## config.mk

```make
export PLATFORM = sky130hd
export DESIGN_NAME = rrx_exec
export DESIGN_NICKNAME = d
export VERILOG_FILES = /design/src/rrx_pkg.sv /design/src/rrx_exec.sv
export SDC_FILE = /design/constraint.sdc
export NUM_CORES = 1
export LEC_CHECK = 0
export ABC_AREA = 1
export BUFFER_PORTS_ARGS = -buffer_cell sky130_fd_sc_hd__buf_2
export CORE_MARGIN = 2
export CORE_UTILIZATION = 30
export CTS_BUF_LIST = sky130_fd_sc_hd__clkbuf_2 sky130_fd_sc_hd__clkbuf_4 sky130_fd_sc_hd__clkbuf_8
export CTS_CLUSTER_SIZE = 30
export DETAILED_ROUTE_END_ITERATION = 8
export HOLD_SLACK_MARGIN = 0.08
export PLACE_DENSITY_LB_ADDON = 0.08
export SLEW_MARGIN = 20
export SYNTH_ARGS = -nofsm -noshare
export SYNTH_HDL_FRONTEND = slang
export SYNTH_SLANG_ARGS = --single-unit
```

## constraint.sdc

```tcl
create_clock -name pclk -period 3.15 [get_ports pclk]
set_input_delay 0.315 -clock pclk [delete_from_list [all_inputs] [get_ports pclk]]
set_output_delay 0.315 -clock pclk [all_outputs]
set_load 0.05 [all_outputs]
```

## src/rrx_pkg.sv

```systemverilog
package rrx_pkg;

  // ==========================================================
  // widths and sizes
  localparam int DATA_W    = 8;
  localparam int PC_W      = 15;
  localparam int STK_DEPTH = 16;
  localparam int SP_W      = 5;
  localparam int IDX_W     = 4;
  localparam int ADDR_W    = 12;

  // ==========================================================
  // instruction encodings (16-bit words)
  localparam logic [15:0] OP_RESET    = 16'h00FF;
  localparam logic [15:0] OP_IRQ_RET     = 16'h0010;
  localparam logic [15:0] OP_RETURN      = 16'h0012; // bit 0 is the s bit
  localparam logic [7:0]  OP_LIT_RET_HI  = 8'h0C;
  localparam logic [5:0]  OP_ROT_LEFT_HI = 6'h0D;    // 0011 01da ffff ffff

  // ==========================================================
  // register offsets, field positions and reset values
  localparam logic [ADDR_W-1:0] ADDR_CTRL = 12'h000;
  localparam logic [ADDR_W-1:0] ADDR_PWR  = 12'h004;
  localparam logic [ADDR_W-1:0] ADDR_IRQ  = 12'h008;
  localparam logic [ADDR_W-1:0] ADDR_STAT = 12'h00C;
  localparam logic [ADDR_W-1:0] ADDR_WREG = 12'h010;
  localparam int CTRL_EN_BIT  = 0;
  localparam int PWR_FLAG_BIT = 0;
  localparam int IRQ_EN_BIT   = 7;
  localparam int STAT_SP_LSB  = 16;
  localparam int STAT_BSY_BIT = 24;
  localparam int WREG_C_BIT   = 8;
  localparam logic CTRL_EN_RST = 1'b1;
  localparam logic FLAG_RST    = 1'b1;
  localparam logic IRQ_EN_RST  = 1'b0;
  localparam logic [PC_W-1:0]   PC_RST = 15'h0000;
  localparam logic [DATA_W-1:0] W_RST  = 8'h00;

  // ==========================================================
  // types
  typedef enum logic {
    RRX_EXEC  = 1'b0,
    RRX_FLUSH = 1'b1
  } rrx_state_t;

  typedef struct packed {
    logic [5:0]        major;
    logic              dest;
    logic              bank;
    logic [DATA_W-1:0] file;
  } rrx_instr_t;

  typedef struct packed {
    logic              we;
    logic [DATA_W-1:0] addr;
    logic [DATA_W-1:0] data;
  } rrx_fwr_t;

endpackage

```

## src/rrx_exec.sv

```systemverilog
`timescale 1ns/1ns

// How it works
// - software reset requests device reset and clears the reset-instruction flag
// - interrupt return pops stack into pc and sets global interrupt enable
// - literal return loads literal into accumulator, pc from stack top, two cycles
// - subroutine return pops stack into pc in two cycles, flags untouched
// - left rotate shifts up, bit 7 to carry, old carry to bit 0
// - destination bit 0 writes accumulator, 1 writes the file register back
module rrx_exec
  import rrx_pkg::*;
(
  // clock and reset
  input  wire logic                    pclk,
  input  wire logic                    presetn,
  // apb slave
  input  wire logic                    psel,
  input  wire logic                    penable,
  input  wire logic                    pwrite,
  input  wire logic [ADDR_W-1:0]       paddr,
  input  wire logic [31:0]             pwdata,
  output logic      [31:0]             prdata,
  output logic                         pready,
  output logic                         pslverr,
  // instruction stream
  input  wire logic                    instr_valid,
  input  wire logic [15:0]             instr,
  input  wire logic [DATA_W-1:0]       file_rdata,
  output logic                         instr_ready,
  output logic                         flush,
  // call side of the return stack
  input  wire logic                    push_valid,
  input  wire logic [PC_W-1:0]         push_addr,
  // core state
  output logic      [PC_W-1:0]         pc,
  output logic      [DATA_W-1:0]       w_reg,
  output logic                         carry,
  output logic                         global_irq_enable,
  output logic                         reset_instr_flag,
  output logic                         device_reset_req,
  output rrx_fwr_t                     file_wr
);

  // ==========================================================
  // helpers
  // rotate through carry, result {carry_out, data}
  function automatic logic [DATA_W:0] rotl(input logic [DATA_W-1:0] d, input logic c);
    rotl = {d, c};
  endfunction

  // index of the stack top for a given pointer
  function automatic logic [IDX_W-1:0] top_idx(input logic [SP_W-1:0] p);
    top_idx = p[IDX_W-1:0] - 4'h1;
  endfunction

  // ==========================================================
  // state
  logic [PC_W-1:0]   stack_mem [STK_DEPTH];
  logic [SP_W-1:0]   sp;
  rrx_state_t        state;
  logic              core_en;
  rrx_instr_t        iw;
  logic              take;
  logic              is_reset;
  logic              is_irq_ret;
  logic              is_return;
  logic              is_lit_ret;
  logic              is_rot;
  logic              do_pop;
  logic              do_push;
  logic [PC_W-1:0]   stack_top;
  logic [DATA_W:0]   rot;
  logic              apb_setup;
  logic              apb_wr;
  logic              addr_hit;
  logic [31:0]       rd_mux;

  // ==========================================================
  // decode
  assign iw        = instr;
  assign take      = instr_valid & instr_ready & core_en;
  assign is_reset  = take & (instr == OP_RESET);
  assign is_irq_ret = take & (instr == OP_IRQ_RET);
  assign is_return  = take & ({instr[15:1], 1'b0} == OP_RETURN);
  assign is_lit_ret = take & (instr[15:8] == OP_LIT_RET_HI);
  assign is_rot     = take & (iw.major == OP_ROT_LEFT_HI);
  assign do_pop     = is_irq_ret | is_return | is_lit_ret;
  // a pop in the same cycle wins; the call must retry
  assign do_push   = push_valid & ~do_pop & ~is_reset & (sp != SP_W'(STK_DEPTH));
  assign stack_top = stack_mem[top_idx(sp)];
  assign rot       = rotl(file_rdata, carry);

  // ==========================================================
  // apb decode
  assign apb_setup = psel & penable & ~pready;
  assign apb_wr    = psel & penable & pready & pwrite & addr_hit;

  // read mux, reserved bits read as zero
  always_comb
  begin
    addr_hit = 1'b1;
    rd_mux   = 32'h0000_0000;
    unique case (paddr)
      ADDR_CTRL: rd_mux[CTRL_EN_BIT] = core_en;
      ADDR_PWR:  rd_mux[PWR_FLAG_BIT] = reset_instr_flag;
      ADDR_IRQ:  rd_mux[IRQ_EN_BIT] = global_irq_enable;
      ADDR_STAT:
      begin
        rd_mux[PC_W-1:0]                   = pc;
        rd_mux[STAT_SP_LSB +: SP_W]        = sp;
        rd_mux[STAT_BSY_BIT]               = (state == RRX_FLUSH);
      end
      ADDR_WREG:
      begin
        rd_mux[DATA_W-1:0] = w_reg;
        rd_mux[WREG_C_BIT] = carry;
      end
      default:   addr_hit = 1'b0;
    endcase
  end

  // one wait state; data is captured at the same edge pready rises
  always_ff @(posedge pclk or negedge presetn)
  begin
    if (!presetn)
    begin
      pready  <= 1'b0;
      prdata  <= 32'h0000_0000;
      pslverr <= 1'b0;
    end
    else
    begin
      pready  <= apb_setup;
      pslverr <= apb_setup & ~addr_hit;
      if (apb_setup & ~pwrite)
        prdata <= rd_mux;
    end
  end

  // ==========================================================
  // control register
  always_ff @(posedge pclk or negedge presetn)
  begin
    if (!presetn)
      core_en <= CTRL_EN_RST;
    else if (is_reset)
      core_en <= CTRL_EN_RST;
    else if (apb_wr && paddr == ADDR_CTRL)
      core_en <= pwdata[CTRL_EN_BIT];
  end

  // reset-instruction flag: software sets it, the reset op clears it
  always_ff @(posedge pclk or negedge presetn)
  begin
    if (!presetn)
      reset_instr_flag <= FLAG_RST;
    else if (is_reset)
      reset_instr_flag <= 1'b0; // hardware event beats a same-cycle write
    else if (apb_wr && paddr == ADDR_PWR)
      reset_instr_flag <= pwdata[PWR_FLAG_BIT];
  end

  // one-cycle request to the reset controller
  always_ff @(posedge pclk or negedge presetn)
  begin
    if (!presetn)
      device_reset_req <= 1'b0;
    else
      device_reset_req <= is_reset;
  end

  // global interrupt enable
  always_ff @(posedge pclk or negedge presetn)
  begin
    if (!presetn)
      global_irq_enable <= IRQ_EN_RST;
    else if (is_reset)
      global_irq_enable <= IRQ_EN_RST;
    else if (is_irq_ret)
      global_irq_enable <= 1'b1; // set beats a same-cycle software clear
    else if (apb_wr && paddr == ADDR_IRQ)
      global_irq_enable <= pwdata[IRQ_EN_BIT];
  end

  // ==========================================================
  // return stack; memory needs no reset, only the pointer does
  always_ff @(posedge pclk)
  begin
    if (do_push)
      stack_mem[sp[IDX_W-1:0]] <= push_addr;
  end

  always_ff @(posedge pclk or negedge presetn)
  begin
    if (!presetn)
      sp <= '0;
    else if (is_reset)
      sp <= '0;
    else if (do_pop && sp != '0)
      sp <= sp - 5'h01; // underflow holds at zero
    else if (do_push)
      sp <= sp + 5'h01;
  end

  // ==========================================================
  // program counter
  always_ff @(posedge pclk or negedge presetn)
  begin
    if (!presetn)
      pc <= PC_RST;
    else if (is_reset)
      pc <= PC_RST;
    else if (do_pop)
      pc <= stack_top;
    else if (take)
      pc <= pc + 15'h0001;
  end

  // ==========================================================
  // accumulator and carry
  always_ff @(posedge pclk or negedge presetn)
  begin
    if (!presetn)
      w_reg <= W_RST;
    else if (is_reset)
      w_reg <= W_RST;
    else if (is_lit_ret)
      w_reg <= instr[DATA_W-1:0];
    else if (is_rot && !iw.dest)
      w_reg <= rot[DATA_W-1:0];
  end

  // returns leave carry alone; only the rotate and the reset op touch it
  always_ff @(posedge pclk or negedge presetn)
  begin
    if (!presetn)
      carry <= 1'b0;
    else if (is_reset)
      carry <= 1'b0;
    else if (is_rot)
      carry <= rot[DATA_W];
  end

  // file register write-back, one-cycle strobe
  always_ff @(posedge pclk or negedge presetn)
  begin
    if (!presetn)
      file_wr <= '0;
    else
    begin
      file_wr.we   <= is_rot & iw.dest;
      file_wr.addr <= iw.file;
      file_wr.data <= rot[DATA_W-1:0];
    end
  end

  // ==========================================================
  // two-cycle sequencing: second cycle drops the fetched word
  always_ff @(posedge pclk or negedge presetn)
  begin
    if (!presetn)
      state <= RRX_EXEC;
    else if (is_reset)
      state <= RRX_EXEC;
    else
    begin
      unique case (state)
        RRX_EXEC:  state <= do_pop ? RRX_FLUSH : RRX_EXEC;
        RRX_FLUSH: state <= RRX_EXEC;
      endcase
    end
  end

  // ready and flush are registered so the top outputs stay clean
  always_ff @(posedge pclk or negedge presetn)
  begin
    if (!presetn)
    begin
      instr_ready <= 1'b1;
      flush       <= 1'b0;
    end
    else
    begin
      instr_ready <= ~do_pop;
      flush       <= do_pop;
    end
  end

endmodule

```

* Yosys cells after proc, flatten, opt, wreduce, memory -nomap -nowiden
Memory sizes are Yosys's and may differ from the RTL's.
Cells that the tools add are included.
** Operators by class
- Divide/modulo/power cells :: 0
- Add/subtract/negate cells :: 4
- Multiplexer cells :: 31
- Order comparisons :: 0
- Bitwise gates (word level) :: 26
- Equality and inequality tests :: 10
- $mul :: 0
- Shift operators :: 0
- Reductions and logical operators :: 16
** Operator list (count)
- 2-to-1 mux 15 bit :: 3
- equality test 12 x 4 -> 1 bit, second input constant :: 2
- 2-to-1 mux 8 bit :: 3
- 2-to-1 mux 5 bit :: 4
- AND 1 bit :: 18
- equality test 16 x 5 -> 1 bit, second input constant :: 1
- equality test 16 x 8 -> 1 bit, second input constant :: 1
- adder 15 x 1 -> 15 bit, second input constant :: 1
- equality test 15 x 4 -> 1 bit, second input constant :: 1
- 2-to-1 mux 1 bit :: 15
- equality test 12 x 3 -> 1 bit, second input constant :: 1
- equality test 12 x 5 -> 1 bit, second input constant :: 1
- logical NOT 12 bit :: 1
- case mux 6 bit (2 select lines) :: 1
- nonzero test 3 bit :: 4
- equality test 8 x 4 -> 1 bit, second input constant :: 1
- equality test 6 x 4 -> 1 bit, second input constant :: 1
- 2-to-1 mux 6 bit :: 1
- NOT 1 bit :: 6
- nonzero test 2 bit :: 3
- adder 5 x 1 -> 5 bit, second input constant :: 1
- logical AND 1 bit :: 5
- != test 5 bit, second input constant :: 1
- nonzero test 5 bit :: 1
- 8 further kinds :: 10
** Word-level totals
- Flip-flop bits (word level) :: 76
- Memory bits (writable) :: 240
- Input port bits :: 90
- ROM bits :: 0
- Bits in latches :: 0
- Memories kept :: 1
- Word-level logic and storage cells :: 105
** Memories
- stack_mem :: depth 16, width 15, rd ports 1, clocked after memory_dff 0, wr ports 1, RTL line rrx_exec.sv:58 : logic [PC_W-1:0] stack_mem [STK_DEPTH];

* Depth between registers and ports, before layout
- Depth after elaboration :: 12
- Gate-level depth with buffers :: 15
- Gate-level depth less buffers :: 14

* Worst setup path after synthesis
No wires, ideal clock.
- Path kind :: flip-flop to flip-flop
- Start point :: register sp[0]
- End point :: memory stack_mem[10][0], enable pin
- Setup slack :: 0.345 ns
- Arrival time :: 2.418 ns
- Setup time :: 0.386 ns
- Data required time :: 2.764 ns
- Cell stages (with the launch flop) :: 13
- Cell sequence :: dfrtp_1 > buf_2 > inv_2 > buf_4 > buf_2 > ha_1 > nand2_1 > o21ai_0 > nor2_1 > nand3_2 > inv_1 > nand2_1 > nor2_1
** Between the ends
- Word-level cells in the longest chain between the ends :: 4
** Ends and longest elaborated chain
- from (decl) :: RTL line rrx_exec.sv:59 : logic [SP_W-1:0] sp;
- from (signal assigned) :: RTL line rrx_exec.sv:200 : sp <= sp - 5'h01;
- from (signal assigned) :: RTL line rrx_exec.sv:202 : sp <= sp + 5'h01;
- != test 5 bit :: RTL line rrx_exec.sv:89 : assign do_push = push_valid & ~do_pop & ~is_reset & (sp != SP_W'(STK_DEPTH));
- AND 1 bit :: RTL line rrx_exec.sv:89
- 2-to-1 mux 1 bit :: RTL line rrx_exec.sv:189 : if (do_push)
- 2-to-1 mux 1 bit (implied by the code) :: RTL line rrx_exec.sv:190 : stack_mem[sp[IDX_W-1:0]] <= push_addr;
- to (decl) :: RTL line rrx_exec.sv:58
Parallel ways exist; a longest one is shown, timed or not.

* Worst setup path in the final report
- Start point :: register instr_ready
- End point :: memory stack_mem[1][9], enable pin
** Between the ends
- Word-level cells in the longest chain between the ends :: 11
** Ends and longest elaborated chain
- from (decl) :: RTL line rrx_exec.sv:29 : output logic instr_ready,
- from (signal assigned) :: RTL line rrx_exec.sv:284 : instr_ready <= ~do_pop;
- AND 1 bit (*) (2 in a row) :: RTL line rrx_exec.sv:81 : assign take = instr_valid & instr_ready & core_en;
- AND 1 bit, on equally long branches :: RTL line rrx_exec.sv:83, rrx_exec.sv:84
- OR 1 bit (2 in a row) :: RTL line rrx_exec.sv:87 : assign do_pop = is_irq_ret | is_return | is_lit_ret;
- NOT 1 bit :: RTL line rrx_exec.sv:89
- AND 1 bit :: RTL line rrx_exec.sv:89
- AND 1 bit (*) (2 in a row) :: RTL line rrx_exec.sv:89
- 2-to-1 mux 1 bit (*) :: RTL line rrx_exec.sv:189
- 2-to-1 mux 1 bit (implied by the code) (*) :: RTL line rrx_exec.sv:190
Mark *: on every way between the ends. The rest lies on a longest branch, timed or not.

==> results.yml <==
synth:
  syn_area_per_cell_um2: 10.55
  ys_seq_elements: 316
  synth_edf_count: 240
  ys.flop_type: "edfxtp_1"
  synth.distinct_cells: 42
  yosysWarningCount: 0
  seq_area_frac_synth_pct: 66.60
  synth.cell_area_mm2: 0.01368
  synth_top_area_cell: "edfxtp_1"
  ys_async_sr_fraction_pct: 24.05
  synthCells: 1297
  netlist_top_cells_area: "edfxtp_1 (53%), dfrtp_1 (13%), nand2_1 (11%), nand3_1 (9.4%), o21ai_0 (1.8%)"
  netlist.area_leader.share_pct: 52.67
min_path:
  min_from: "paddr[1]"
  holdPathEnd: "prdata[11]"
  hp-class: "input pin to flip-flop"
  hold_path_depth: 4
place:
  place_hpwl_mm: 25.09
  dp_cells: 2006
  placed_cell_area_mm2: 0.01519
  numPortBuffers: 128
  place_congestion: 0.7919
  post-place-ws_ps: 393.3
routing:
  first_iter_violations: 668
  drc_errors: 0
  ant_nets: 0
  via_count: 9989
  wire_per_inst_um: 18.56
  drt_pass1_iterations: 5
  vias_per_cell: 4.644
  wirelength_mm: 39.92
cts:
  clockRootBuffer: "clkbuf_8"
  clkLatencyLatePin_ps: 640
  clk_pin_slew_ps: 60
  cts-hold-fix-buffers: 45
  clk_path_buf_depth: 3
  cts_resized: 0
  clock_sinks: 316
  post_cts_buffers: 0
  htreeDepth: 2
  cts_tree: "done"
  cts_buffers: 56
power_and_ir_drop:
  ir_worst_vdd_mv: 0.8022
  power_density_mw_per_mm2: 796.5
  power_leakage_nw: 6.909
setup_path:
  crit_fanout: 19
  critPathLaunchType: "flip-flop"
  reg2reg_to: "stack_mem[1][9]"
  ff2ff_path_depth: 10
  worstSetupPathType: "flip-flop to flip-flop"
  worstSetupEndpointType: "flip-flop"
  crit_arrival_ps: 3010
  crit-reg2reg-launch: "instr_ready"
  reg2reg_slack_ps: 470
  cp.required_ps: 3480
grt:
  grt_pass1_vias: 9986
  antenna_found_initial: 0
  track_usage_pct: 17.03
  grt_max_degree: 127
  grt_pass1_wl_mm: 60.90
  grt_overflow: 0
sta:
  setup_violations: 0
  fmaxAchievable_mhz: 373.7
  finalSetupTns_ps: 0
  period_needed_ps: 2676
  maxSlewViolCount: 0
  hold_violations: 0
  worstMarginPinSlew_ps: 863.6
  post-route-period-util_pct: 84.94
  maxSlewHeadroom_pct: 42.21
  rsz0062_at_grt: "no"
  setup_ws_ps: 474.3
  skew_ps: 18.61
layout:
  areaGrowthSynthToFinish_pct: 22.63
  fin_nets: 1609
  largest_reg_flops: 240
  drive_above_1_share_pct: 19.47
  finalNonFillerCells: 2151
  mostFrequentLayoutCells: "nand2_1 (389), nand3_1 (256), edfxtp_1 (240)"
  num_antenna_cells: 0
  final_common_cell: "nand2_1"
  multi_input_area_mm2: 0.004060
  nFillCells: 4548
  final_area_mm2: 0.01678
  register_area_mm2: 0.009116
floorplanning:
  coreArea_mm2: 0.04519
  die_y_um: 217.6
  ios: 170
  rows: 78
  die_area_mm2: 0.04733
  start_util_pct: 30.28
  fp.dieW_um: 217.6
flow_run:
  maxCapViolCount: 0
outcome:
  status: "finished clean"
==> cell families after synthesis <==
kind of cell,Yosys count,synth area share [%]
buf+inv,132,4.371
xor+xnor,12,0.9053
fa+ha+maj,10,0.9693
flops,316,66.60
simple gates,740,23.52
compound gates,82,3.319
other cells,1,0.02741
mux,4,0.2926
==> how the worst max path moves through the flow <==
stage	startpoint	endpoint	depth (start not counted)
2_1_floorplan	sp[0]	stack_mem[10][0]	12
3_3_place_gp	instr_valid	stack_mem[1][14]	11
4_1_cts	instr_ready	stack_mem[1][12]	10
3_5_place_dp	instr_valid	stack_mem[1][12]	11
6_report	instr_ready	stack_mem[1][9]	10
5_1_grt	instr_ready	stack_mem[1][9]	10
==> metrics by stage <==
stage                     power, mW  hold slack (ps)  utilization (%)
after floorplan               7.708            19.41                -
after global placement        9.617            434.9            33.62
after detailed placement      9.622            431.9            33.62
after CTS                     13.66            103.9            37.14
after global routing          14.25            169.2            37.14
final                         13.36            153.3            37.14
==> worst max-delay path, cell delays in order (launching register included) <==
cell and delay, ps:
dfstp_2 380, nand3_4 160, inv_2 190, nand3_1 130
nor2_2 50, nor2_1 260, nand3_2 190, inv_1 180
nand2_1 220, nor2_2 350, buf_4 240
==> cell type report <==
type / count / share of cell area (%)
Sequential cell: 316 / 54.33
Multi-Input combinational cell: 859 / 24.20
Inverter: 61 / 1.379
Timing Repair Buffer: 215 / 8.843
Tap cell: 600 / 4.474
Clock buffer: 82 / 5.831
Clock inverter: 18 / 0.9470
==> where the power goes <==
part | internal, mW | switching [mW]
Sequential | 4.80 | 0.0967
Clock | 2.22 | 1.70
Combinational | 1.32 | 3.23
Total | 8.34 | 5.02
==> layer usage <==
| layer | GRT usage (%) | vias to the layer above | wire [um] |
|---|---|---|---|
| li1 | - | 4889 | - |
| met1 | 22.78 | 4799 | 18290 |
| met2 | 27.82 | 244 | 18750 |
| met3 | 2.999 | 57 | 2006 |
| met4 | 5.936 | 0 | 883 |
| met5 | 0 | - | 0 |
==> synthesized netlist by cell type, types with 5 or more instances <==
master      n
nand2_1   389
nand3_1   256
edfxtp_1  240
dfrtp_1    73
inv_1      55
nor2_1     55
o21ai_0    49
buf_2      28
clkbuf_1   25
a21oi_1    14
buf_4      14
nand4_1    10
nor3_1     10
ha_1        9
xor2_1      9
o31ai_1     8
inv_2       5
nor2_2      5
o211ai_1    5
Note: power is estimated with default switching activity, not from simulation.
